**src/common/pcint_regs.svh**
```systemverilog
`ifndef PCINT_REGS_SVH
`define PCINT_REGS_SVH

// ----------------------------------------
// Register indices, byte address is index * 4
// ----------------------------------------
`define PCINT_IDX_CONTROL 8'hE9
`define PCINT_IDX_FALL_EN 8'hEA
`define PCINT_IDX_RISE_EN 8'hEB
`define PCINT_IDX_FLAGS 8'hEC
`define PCINT_IDX_IRQ_STATUS 8'hED
`define PCINT_IDX_IRQ_CLEAR 8'hEE
`define PCINT_IDX_IRQ_ENABLE 8'hEF

// ----------------------------------------
// Field positions in the control register
// ----------------------------------------
`define PCINT_CTL_PORT_LSB 0
`define PCINT_CTL_PORT_MSB 1
`define PCINT_CTL_TYPE0 2
`define PCINT_CTL_TYPE1 3
`define PCINT_CTL_TYPE2 4
`define PCINT_CTL_TYPE3 5
`define PCINT_CTL_TYPE45 6
`define PCINT_CTL_TYPE67 7

// ----------------------------------------
// Reset values and bus answers
// ----------------------------------------
`define PCINT_RST_CONTROL 8'h00
`define PCINT_RST_FALL_EN 8'h00
`define PCINT_RST_RISE_EN 8'h00
`define PCINT_RST_FLAGS 8'h00
`define PCINT_RST_IRQ 8'h00
`define PCINT_RESP_OKAY 2'h0
`define PCINT_RESP_SLVERR 2'h2

`endif

```
**src/common/pcint_pkg.sv**
```systemverilog
`default_nettype none

package pcint_pkg;
  // Trigger type of a channel
  typedef enum logic {
    PCINT_LEVEL = 1'b0,
    PCINT_EDGE = 1'b1
  } pcint_trig_t;

  // Source port code
  typedef enum logic [1:0] {
    PCINT_PORT0 = 2'b00,
    PCINT_PORT1 = 2'b01,
    PCINT_PORT2 = 2'b10,
    PCINT_PORT3 = 2'b11
  } pcint_port_t;
endpackage

`default_nettype wire

```
**src/design/pcint_chan.sv**
```systemverilog
`default_nettype none

module pcint_chan
  import pcint_pkg::*;
(
  // Clock and reset
  input wire logic sys_clk,
  input wire logic rstn,
  // Sampled pin
  input wire logic pinNow,
  input wire logic pinPrev,
  // Configuration
  input wire pcint_trig_t trigType,
  input wire logic fallEn,
  input wire logic riseEn,
  // Software clear of an edge flag
  input wire logic clrFlag,
  // Results
  output logic flag,
  output logic event_,
  output logic request
);
  // ----------------------------------------
  // Detection
  // ----------------------------------------
  logic levelHit;
  logic edgeHit;

  // Enabled level or edge seen this cycle
  always_comb begin
    levelHit = (fallEn & ~pinNow) | (riseEn & pinNow);
    edgeHit = (fallEn & pinPrev & ~pinNow) | (riseEn & ~pinPrev & pinNow);
    event_ = (trigType == PCINT_EDGE) ? edgeHit : levelHit;
    request = (trigType == PCINT_EDGE) ? flag : levelHit;
  end

  // ----------------------------------------
  // Flag
  // ----------------------------------------
  // Set beats clear so an edge during a clear write is kept
  always_ff @(posedge sys_clk or negedge rstn) begin
    if (!rstn) begin
      flag <= 1'b0;
    end else if (trigType == PCINT_LEVEL) begin
      flag <= ~pinNow;
    end else if (edgeHit) begin
      flag <= 1'b1;
    end else if (clrFlag) begin
      flag <= 1'b0;
    end
  end
endmodule

`default_nettype wire

```
**src/design/pcint_top.sv**
```systemverilog
`include "pcint_regs.svh"
`default_nettype none

module pcint_top
  import pcint_pkg::*;
#(
  parameter int CHANNELS = 8,
  parameter int ADDR_W = 12
) (
  // Clock and reset
  input wire logic sys_clk,
  input wire logic rstn,

  // Candidate pin ports
  input wire logic [CHANNELS-1:0] port0,
  input wire logic [CHANNELS-1:0] port1,
  input wire logic [CHANNELS-1:0] port2,
  input wire logic [CHANNELS-1:0] port3,

  // AXI4-Lite write address
  input wire logic [ADDR_W-1:0] s_axi_awaddr,
  input wire logic [2:0] s_axi_awprot,
  input wire logic s_axi_awvalid,
  output logic s_axi_awready,

  // AXI4-Lite write data
  input wire logic [31:0] s_axi_wdata,
  input wire logic [3:0] s_axi_wstrb,
  input wire logic s_axi_wvalid,
  output logic s_axi_wready,

  // AXI4-Lite write response
  output logic [1:0] s_axi_bresp,
  output logic s_axi_bvalid,
  input wire logic s_axi_bready,

  // AXI4-Lite read address
  input wire logic [ADDR_W-1:0] s_axi_araddr,
  input wire logic [2:0] s_axi_arprot,
  input wire logic s_axi_arvalid,
  output logic s_axi_arready,

  // AXI4-Lite read data
  output logic [31:0] s_axi_rdata,
  output logic [1:0] s_axi_rresp,
  output logic s_axi_rvalid,
  input wire logic s_axi_rready,

  // Interrupt and wake outputs
  output logic pinIrqReq,
  output logic wakeReq,
  output logic irq
);
  // ----------------------------------------
  // Byte addresses
  // ----------------------------------------
  localparam logic [ADDR_W-1:0] ADDR_CONTROL = ADDR_W'({`PCINT_IDX_CONTROL, 2'b00});
  localparam logic [ADDR_W-1:0] ADDR_FALL_EN = ADDR_W'({`PCINT_IDX_FALL_EN, 2'b00});
  localparam logic [ADDR_W-1:0] ADDR_RISE_EN = ADDR_W'({`PCINT_IDX_RISE_EN, 2'b00});
  localparam logic [ADDR_W-1:0] ADDR_FLAGS = ADDR_W'({`PCINT_IDX_FLAGS, 2'b00});
  localparam logic [ADDR_W-1:0] ADDR_IRQ_STATUS = ADDR_W'({`PCINT_IDX_IRQ_STATUS, 2'b00});
  localparam logic [ADDR_W-1:0] ADDR_IRQ_CLEAR = ADDR_W'({`PCINT_IDX_IRQ_CLEAR, 2'b00});
  localparam logic [ADDR_W-1:0] ADDR_IRQ_ENABLE = ADDR_W'({`PCINT_IDX_IRQ_ENABLE, 2'b00});

  // ----------------------------------------
  // Declarations
  // ----------------------------------------
  logic [7:0] pinIrqControl;
  logic [7:0] pinIrqFallingEnable;
  logic [7:0] pinIrqRisingEnable;
  logic [7:0] irqStatus;
  logic [7:0] irqEnable;
  logic [7:0] channelFlag;
  logic [7:0] channelEvent;
  logic [7:0] channelReq;
  logic [7:0] flagClear;
  logic [7:0] selPort;
  logic [7:0] pinMeta;
  logic [7:0] pinSync;
  logic [7:0] pinLast;
  pcint_trig_t [7:0] typeSel;
  pcint_port_t portSelect;

  // Write channel holding state
  logic awFull;
  logic wFull;
  logic [ADDR_W-1:0] awAddr;
  logic [7:0] wByte;
  logic wLane0;
  logic wrGo;
  logic next_awFull;
  logic next_wFull;
  logic next_bvalid;

  // Read channel state and address decode hits
  logic arTake;
  logic next_rvalid;
  logic [31:0] readWord;
  logic readHit;
  logic writeHit;

  // ----------------------------------------
  // Port select and pin synchroniser
  // ----------------------------------------
  assign portSelect = pcint_port_t'(pinIrqControl[`PCINT_CTL_PORT_MSB:`PCINT_CTL_PORT_LSB]);

  // Choose the port before sampling, saving three banks of flops
  always_comb begin
    if (portSelect == PCINT_PORT0) begin
      selPort = port0;
    end else if (portSelect == PCINT_PORT1) begin
      selPort = port1;
    end else if (portSelect == PCINT_PORT2) begin
      selPort = port2;
    end else begin
      selPort = port3;
    end
  end

  // Two stages against metastability, third keeps the previous level.
  // Changing the port select can look like an edge two cycles later, once the new port reaches pinSync.
  always_ff @(posedge sys_clk or negedge rstn) begin
    if (!rstn) begin
      pinMeta <= 8'h00;
      pinSync <= 8'h00;
      pinLast <= 8'h00;
    end else begin
      pinMeta <= selPort;
      pinSync <= pinMeta;
      pinLast <= pinSync;
    end
  end

  // ----------------------------------------
  // Trigger type per channel
  // ----------------------------------------
  // Upper channels share their type bit in pairs
  always_comb begin
    typeSel[0] = pcint_trig_t'(pinIrqControl[`PCINT_CTL_TYPE0]);
    typeSel[1] = pcint_trig_t'(pinIrqControl[`PCINT_CTL_TYPE1]);
    typeSel[2] = pcint_trig_t'(pinIrqControl[`PCINT_CTL_TYPE2]);
    typeSel[3] = pcint_trig_t'(pinIrqControl[`PCINT_CTL_TYPE3]);
    typeSel[4] = pcint_trig_t'(pinIrqControl[`PCINT_CTL_TYPE45]);
    typeSel[5] = pcint_trig_t'(pinIrqControl[`PCINT_CTL_TYPE45]);
    typeSel[6] = pcint_trig_t'(pinIrqControl[`PCINT_CTL_TYPE67]);
    typeSel[7] = pcint_trig_t'(pinIrqControl[`PCINT_CTL_TYPE67]);
  end

  // ----------------------------------------
  // Channels
  // ----------------------------------------
  // One detector per channel, each with its own flag
  for (genvar n = 0; n < 8; n++) begin : g_chan
    pcint_chan u_chan (
      .sys_clk(sys_clk),
      .rstn(rstn),
      .pinNow(pinSync[n]),
      .pinPrev(pinLast[n]),
      .trigType(typeSel[n]),
      .fallEn(pinIrqFallingEnable[n]),
      .riseEn(pinIrqRisingEnable[n]),
      .clrFlag(flagClear[n]),
      .flag(channelFlag[n]),
      .event_(channelEvent[n]),
      .request(channelReq[n])
    );
  end

  // ----------------------------------------
  // Pin request and wake
  // ----------------------------------------
  // Detection runs on sys_clk, so that clock must stay on in
  // power-down for the wake to work; the request is a plain level.
  always_ff @(posedge sys_clk or negedge rstn) begin
    if (!rstn) begin
      pinIrqReq <= 1'b0;
      wakeReq <= 1'b0;
    end else begin
      pinIrqReq <= |channelReq;
      wakeReq <= |channelReq;
    end
  end

  // ----------------------------------------
  // AXI4-Lite write path
  // ----------------------------------------
  assign wrGo = awFull & wFull & ~s_axi_bvalid;
  assign writeHit = (awAddr == ADDR_CONTROL) || (awAddr == ADDR_FALL_EN) ||
                    (awAddr == ADDR_RISE_EN) || (awAddr == ADDR_FLAGS) ||
                    (awAddr == ADDR_IRQ_STATUS) || (awAddr == ADDR_IRQ_CLEAR) ||
                    (awAddr == ADDR_IRQ_ENABLE);

  // Next state of the two holding slots and the response
  always_comb begin
    next_awFull = awFull;
    next_wFull = wFull;
    next_bvalid = s_axi_bvalid;
    if (wrGo) begin
      next_awFull = 1'b0;
      next_wFull = 1'b0;
      next_bvalid = 1'b1;
    end else if (s_axi_bvalid && s_axi_bready) begin
      next_bvalid = 1'b0;
    end
    if (s_axi_awvalid && s_axi_awready) begin
      next_awFull = 1'b1;
    end
    if (s_axi_wvalid && s_axi_wready) begin
      next_wFull = 1'b1;
    end
  end

  // Address and data are taken in either order and held
  always_ff @(posedge sys_clk or negedge rstn) begin
    if (!rstn) begin
      awFull <= 1'b0;
      wFull <= 1'b0;
      awAddr <= '0;
      wByte <= 8'h00;
      wLane0 <= 1'b0;
      s_axi_awready <= 1'b0;
      s_axi_wready <= 1'b0;
    end else begin
      awFull <= next_awFull;
      wFull <= next_wFull;
      s_axi_awready <= ~next_awFull;
      s_axi_wready <= ~next_wFull;
      if (s_axi_awvalid && s_axi_awready) begin
        awAddr <= {s_axi_awaddr[ADDR_W-1:2], 2'b00};
      end
      if (s_axi_wvalid && s_axi_wready) begin
        wByte <= s_axi_wdata[7:0];
        wLane0 <= s_axi_wstrb[0];
      end
    end
  end

  // Response once both halves are in
  always_ff @(posedge sys_clk or negedge rstn) begin
    if (!rstn) begin
      s_axi_bvalid <= 1'b0;
      s_axi_bresp <= `PCINT_RESP_OKAY;
    end else begin
      s_axi_bvalid <= next_bvalid;
      if (wrGo) begin
        s_axi_bresp <= writeHit ? `PCINT_RESP_OKAY : `PCINT_RESP_SLVERR;
      end
    end
  end

  // ----------------------------------------
  // Configuration registers
  // ----------------------------------------
  // Only byte lane 0 carries register data
  always_ff @(posedge sys_clk or negedge rstn) begin
    if (!rstn) begin
      pinIrqControl <= `PCINT_RST_CONTROL;
      pinIrqFallingEnable <= `PCINT_RST_FALL_EN;
      pinIrqRisingEnable <= `PCINT_RST_RISE_EN;
      irqEnable <= `PCINT_RST_IRQ;
    end else if (wrGo && wLane0) begin
      if (awAddr == ADDR_CONTROL) begin
        pinIrqControl <= wByte;
      end else if (awAddr == ADDR_FALL_EN) begin
        pinIrqFallingEnable <= wByte;
      end else if (awAddr == ADDR_RISE_EN) begin
        pinIrqRisingEnable <= wByte;
      end else if (awAddr == ADDR_IRQ_ENABLE) begin
        irqEnable <= wByte;
      end
    end
  end

  // Writing 0 to a flag bit clears it; level channels ignore this
  always_comb begin
    if (wrGo && wLane0 && (awAddr == ADDR_FLAGS)) begin
      flagClear = ~wByte;
    end else begin
      flagClear = 8'h00;
    end
  end

  // ----------------------------------------
  // Interrupt status, clear and enable
  // ----------------------------------------
  // Events set sticky bits; a new event beats a same-cycle clear
  always_ff @(posedge sys_clk or negedge rstn) begin
    if (!rstn) begin
      irqStatus <= `PCINT_RST_IRQ;
    end else if (wrGo && wLane0 && (awAddr == ADDR_IRQ_CLEAR)) begin
      irqStatus <= (irqStatus & ~wByte) | channelEvent;
    end else begin
      irqStatus <= irqStatus | channelEvent;
    end
  end

  // Level output, high while an enabled status bit is set
  always_ff @(posedge sys_clk or negedge rstn) begin
    if (!rstn) begin
      irq <= 1'b0;
    end else begin
      irq <= |(irqStatus & irqEnable);
    end
  end

  // ----------------------------------------
  // AXI4-Lite read path
  // ----------------------------------------
  assign arTake = s_axi_arvalid & s_axi_arready;

  // Read mux; the clear register reads as zero
  always_comb begin
    readWord = 32'h0000_0000;
    readHit = 1'b1;
    if (s_axi_araddr[ADDR_W-1:2] == ADDR_CONTROL[ADDR_W-1:2]) begin
      readWord[7:0] = pinIrqControl;
    end else if (s_axi_araddr[ADDR_W-1:2] == ADDR_FALL_EN[ADDR_W-1:2]) begin
      readWord[7:0] = pinIrqFallingEnable;
    end else if (s_axi_araddr[ADDR_W-1:2] == ADDR_RISE_EN[ADDR_W-1:2]) begin
      readWord[7:0] = pinIrqRisingEnable;
    end else if (s_axi_araddr[ADDR_W-1:2] == ADDR_FLAGS[ADDR_W-1:2]) begin
      readWord[7:0] = channelFlag;
    end else if (s_axi_araddr[ADDR_W-1:2] == ADDR_IRQ_STATUS[ADDR_W-1:2]) begin
      readWord[7:0] = irqStatus;
    end else if (s_axi_araddr[ADDR_W-1:2] == ADDR_IRQ_CLEAR[ADDR_W-1:2]) begin
      readWord[7:0] = 8'h00;
    end else if (s_axi_araddr[ADDR_W-1:2] == ADDR_IRQ_ENABLE[ADDR_W-1:2]) begin
      readWord[7:0] = irqEnable;
    end else begin
      readHit = 1'b0;
    end
  end

  // Next read valid
  always_comb begin
    next_rvalid = s_axi_rvalid;
    if (arTake) begin
      next_rvalid = 1'b1;
    end else if (s_axi_rvalid && s_axi_rready) begin
      next_rvalid = 1'b0;
    end
  end

  // Data captured at the address handshake and held until taken
  always_ff @(posedge sys_clk or negedge rstn) begin
    if (!rstn) begin
      s_axi_arready <= 1'b0;
      s_axi_rvalid <= 1'b0;
      s_axi_rdata <= 32'h0000_0000;
      s_axi_rresp <= `PCINT_RESP_OKAY;
    end else begin
      s_axi_arready <= ~next_rvalid;
      s_axi_rvalid <= next_rvalid;
      if (arTake) begin
        s_axi_rdata <= readWord;
        s_axi_rresp <= readHit ? `PCINT_RESP_OKAY : `PCINT_RESP_SLVERR;
      end
    end
  end
endmodule

`default_nettype wire

```
**config.mk**
```make
export PLATFORM = sky130hd
export DESIGN_NAME = pcint_top
export DESIGN_NICKNAME = d
export VERILOG_FILES = /design/src/common/pcint_pkg.sv /design/src/design/pcint_chan.sv /design/src/design/pcint_top.sv
export VERILOG_INCLUDE_DIRS = /design/src /design/src/common
export SDC_FILE = /design/constraint.sdc
export NUM_CORES = 1
export LEC_CHECK = 0
export ABC_CLOCK_PERIOD_IN_PS = 4500
export BUFFER_PORTS_ARGS = -buffer_cell sky130_fd_sc_hd__buf_2
export CAP_MARGIN = 15
export CORE_ASPECT_RATIO = 0.7
export CORE_UTILIZATION = 45
export CTS_CLUSTER_DIAMETER = 50
export DETAILED_ROUTE_END_ITERATION = 10
export MAX_ROUTING_LAYER = met4
export PLACE_DENSITY = 0.78
export REMOVE_ABC_BUFFERS = 1
export SYNTH_ARGS = -nofsm -noshare
export SYNTH_HDL_FRONTEND = slang
export SYNTH_HIERARCHICAL = 1
export SYNTH_SLANG_ARGS = --single-unit
export TNS_END_PERCENT = 10
```
**constraint.sdc**
```tcl
create_clock -name sys_clk -period 4.5 [get_ports sys_clk]
set_input_delay 0.45 -clock sys_clk [delete_from_list [all_inputs] [get_ports sys_clk]]
set_output_delay 0.45 -clock sys_clk [all_outputs]
set_load 0.005 [all_outputs]
```
==> run metrics <==
Worst-Skew Late Latency=0.35 ns; largest family of logic cells by synthesized area=multiplexers; Leakage=2.79 nW; # clock sinks=110; IO buf count=85; area grow syn2layout=14.0%; # hold bufs at CTS=0; main flop type after synthesis=dfrtp_1; final net count=631; antenna cells=0; crit-path max FO=8; layout cells sized above 1=32.2%; CTS Buf Count=9; Adder-Cell Fraction of Synth Area=0%; final core occ=53.5%; Synth area leaders=dfrtp_1 52%, mux2_2 11%, buf_4 3.9%, mux4_2 3.4%, mux2i_1 3.0%; Final WS setup=2.27 ns; worst-case clock buffer depth=2; per-cell routed wire length=18.0 um; worst-margin pin slew=1.04 ns; Reg2Reg Setup Slack=2.27 ns; most frequent cells in the layout=110 x dfrtp_1, 84 x buf_2, 51 x mux2_2; mapped cell area=5260 um2; row cnt=32; Vias=3946; placed cells=668; EDFF count, synth=0; # setup viols final=0; final hold vios=0; Power Density=436 nW/um2; crit path kind=flip-flop to flip-flop; max_cap viols=0; post_cts resized=0; setup tns final=0 ns; Syn Inst Count=447; clk root buf=clkbuf_16; Final Max Slew Viols=0; H-tree depth=3; most common cell after layout, fill and taps aside=dfrtp_1; GR Overflow Total=0; simple logic cell fraction of the synthesized area=10.2%; area share of the leading cell type in the synthesized netlist=52.3%; Worst Setup Start Kind=flip-flop; unrepaired setup endpoints after global routing=false; Max rail drop VDD=0.285 mV; drt pass-1 iters=5; aggregate global-route resource usage=21.9%; register bit count reported by yosys=110; initial antenna violation count=0; Post-DRT Antenna Nets=0; hold_ws=0.194 ns; total setup buffers inserted after CTS=0; Remaining DRCs=0; core footprint=11200 um2; slowest stage delay, CP=0.57 ns; FILL cells=987; Pwr Total=2.62 mW; Netlist cell types=41; skew final=0.0105 ns; Synth Area in XOR/XNOR=1.33%; Worst Setup Slack post-DPL=2.34 ns; CP max stage cell=nand4_1; die footprint=12100 um2; average size of a mapped cell=11.8 um2; Starting Density=47.0%; leading area contributor after synthesis=dfrtp_1; CP top delay family=simple AND/OR/NAND/NOR gates; detailed placement HPWL=8250 um; I/O Pins=149; first-pass GRT wire length=19800 um; sequential cell area fraction in the yosys report=52.3%; Max Fclk=448 MHz; fin cells=684; placed cell area=5720 um2; WP data required=4.71 ns; Reg-to-Reg Start=s_axi_bvalid; Period Utilization, post-route=49.6%; vias per cell=5.77; Worst-path clk slew=0.07 ns; FFs w/ async S/R, synth=100%; crit path cell chain=nand3b_1 -> nor4b_1 -> nand4_1 -> nor2_1 -> o221ai_1; placer congestion estimate=0.882; number of global-route vias before repair=3755; Synthesis Warnings=6; CTS tree=yes; largest net degree at the start of global routing=69; CP endpoint kind=flip-flop; status=completed; Routed WL=12300 um; worst rel slew slack=30.9%; worst hold path type=input pin to asynchronous set/reset pin; CP Buf/Inv Count=0; Final Cell Area=6000 um2; FF-to-FF End=g_chan[5].u_chan/flag; post-synthesis compound-gate area fraction=12.0%; mux contribution to synthesized area=17.4%; fin crit period=2.23 ns; DRT iter0 DRCs=390; DIE WIDTH=131 um; Critical Path AT=2.45 ns; reg2reg path depth=5; die span in y=92.5 um
-- state kept, by name, summed over array words and instances, names as in the netlist, 8 cells and up --
signal / flops
awAddr: 10
g_chan.u_chan/flag: 8
irqEnable: 8
irqStatus: 8
pinIrqControl: 8
pinIrqFallingEnable: 8
pinIrqRisingEnable: 8
pinLast: 8
pinMeta: 8
pinSync: 8
s_axi_rdata: 8
wByte: 8
-- cells in the mapped netlist, drive strengths merged, types with 9 or more instances --
cell type    n
mux2        51
a21oi       16
nand2       27
a31oi        9
o21ai       12
nor2        41
nand4b       9
mux2i       16
clkbuf      11
buf         32
inv         22
dfrtp      110
-- worst reg2reg max path, cell delays in order (launching register included) --
cell      delay, ns
dfrtp_1        0.42
nand3b_1       0.27
nor4b_1        0.36
nand4_1        0.57
nor2_1         0.33
o221ai_1       0.16
-- routing by layer --
layer	track usage (%)	vias up	share of wire, %	wire length [um]
met5	-	-	0	0
met1	29.5	2000	44	5450
met4	5.23	0	0.80	99
met2	34.2	195	48	5910
li1	-	1741	-	-
met3	4.65	10	7.1	879
-- cell type report --
type / instances / area [um2] / share of cell area (%)
repair buffers: 86 / 435 / 7.26
flip-flops and latches: 110 / 2750 / 45.9
multi-input cells: 297 / 2250 / 37.6
well taps: 153 / 191 / 3.19
clock inverters: 7 / 60.1 / 1.00
clock buffers: 9 / 225 / 3.75
inverters: 22 / 82.6 / 1.38
-- logic make-up after synthesis --
family                    after synthesis
and+or+nand+nor                        98
AOI/OAI and AO/OA                      90
buffers and inverters                  65
DFF                                   110
other                                   1
xor gates and xnor gates                8
muxes                                  75
-- report_power, final --
part / leakage [nW] / switching (mW) / internal, mW
combinational: 1.27 / 0.220 / 0.249
clock: 0.136 / 0.372 / 0.382
sequential: 1.39 / 0.213 / 1.18
-- worst max path at each step --
stage / end / from / slack, ns / cells after the start
detailed placement: g_chan[5].u_chan/flag / s_axi_bvalid / 2.34 / 5
floorplan: pinIrqControl[0] / awAddr[10] / 2.84 / 4
global placement: s_axi_rdata[2] / s_axi_araddr[3] / 2.43 / 4
global route: g_chan[5].u_chan/flag / s_axi_bvalid / 2.17 / 5
finish: g_chan[5].u_chan/flag / s_axi_bvalid / 2.27 / 5
CTS: g_chan[5].u_chan/flag / s_axi_bvalid / 2.32 / 5
Power figures use the tool's default switching activity.
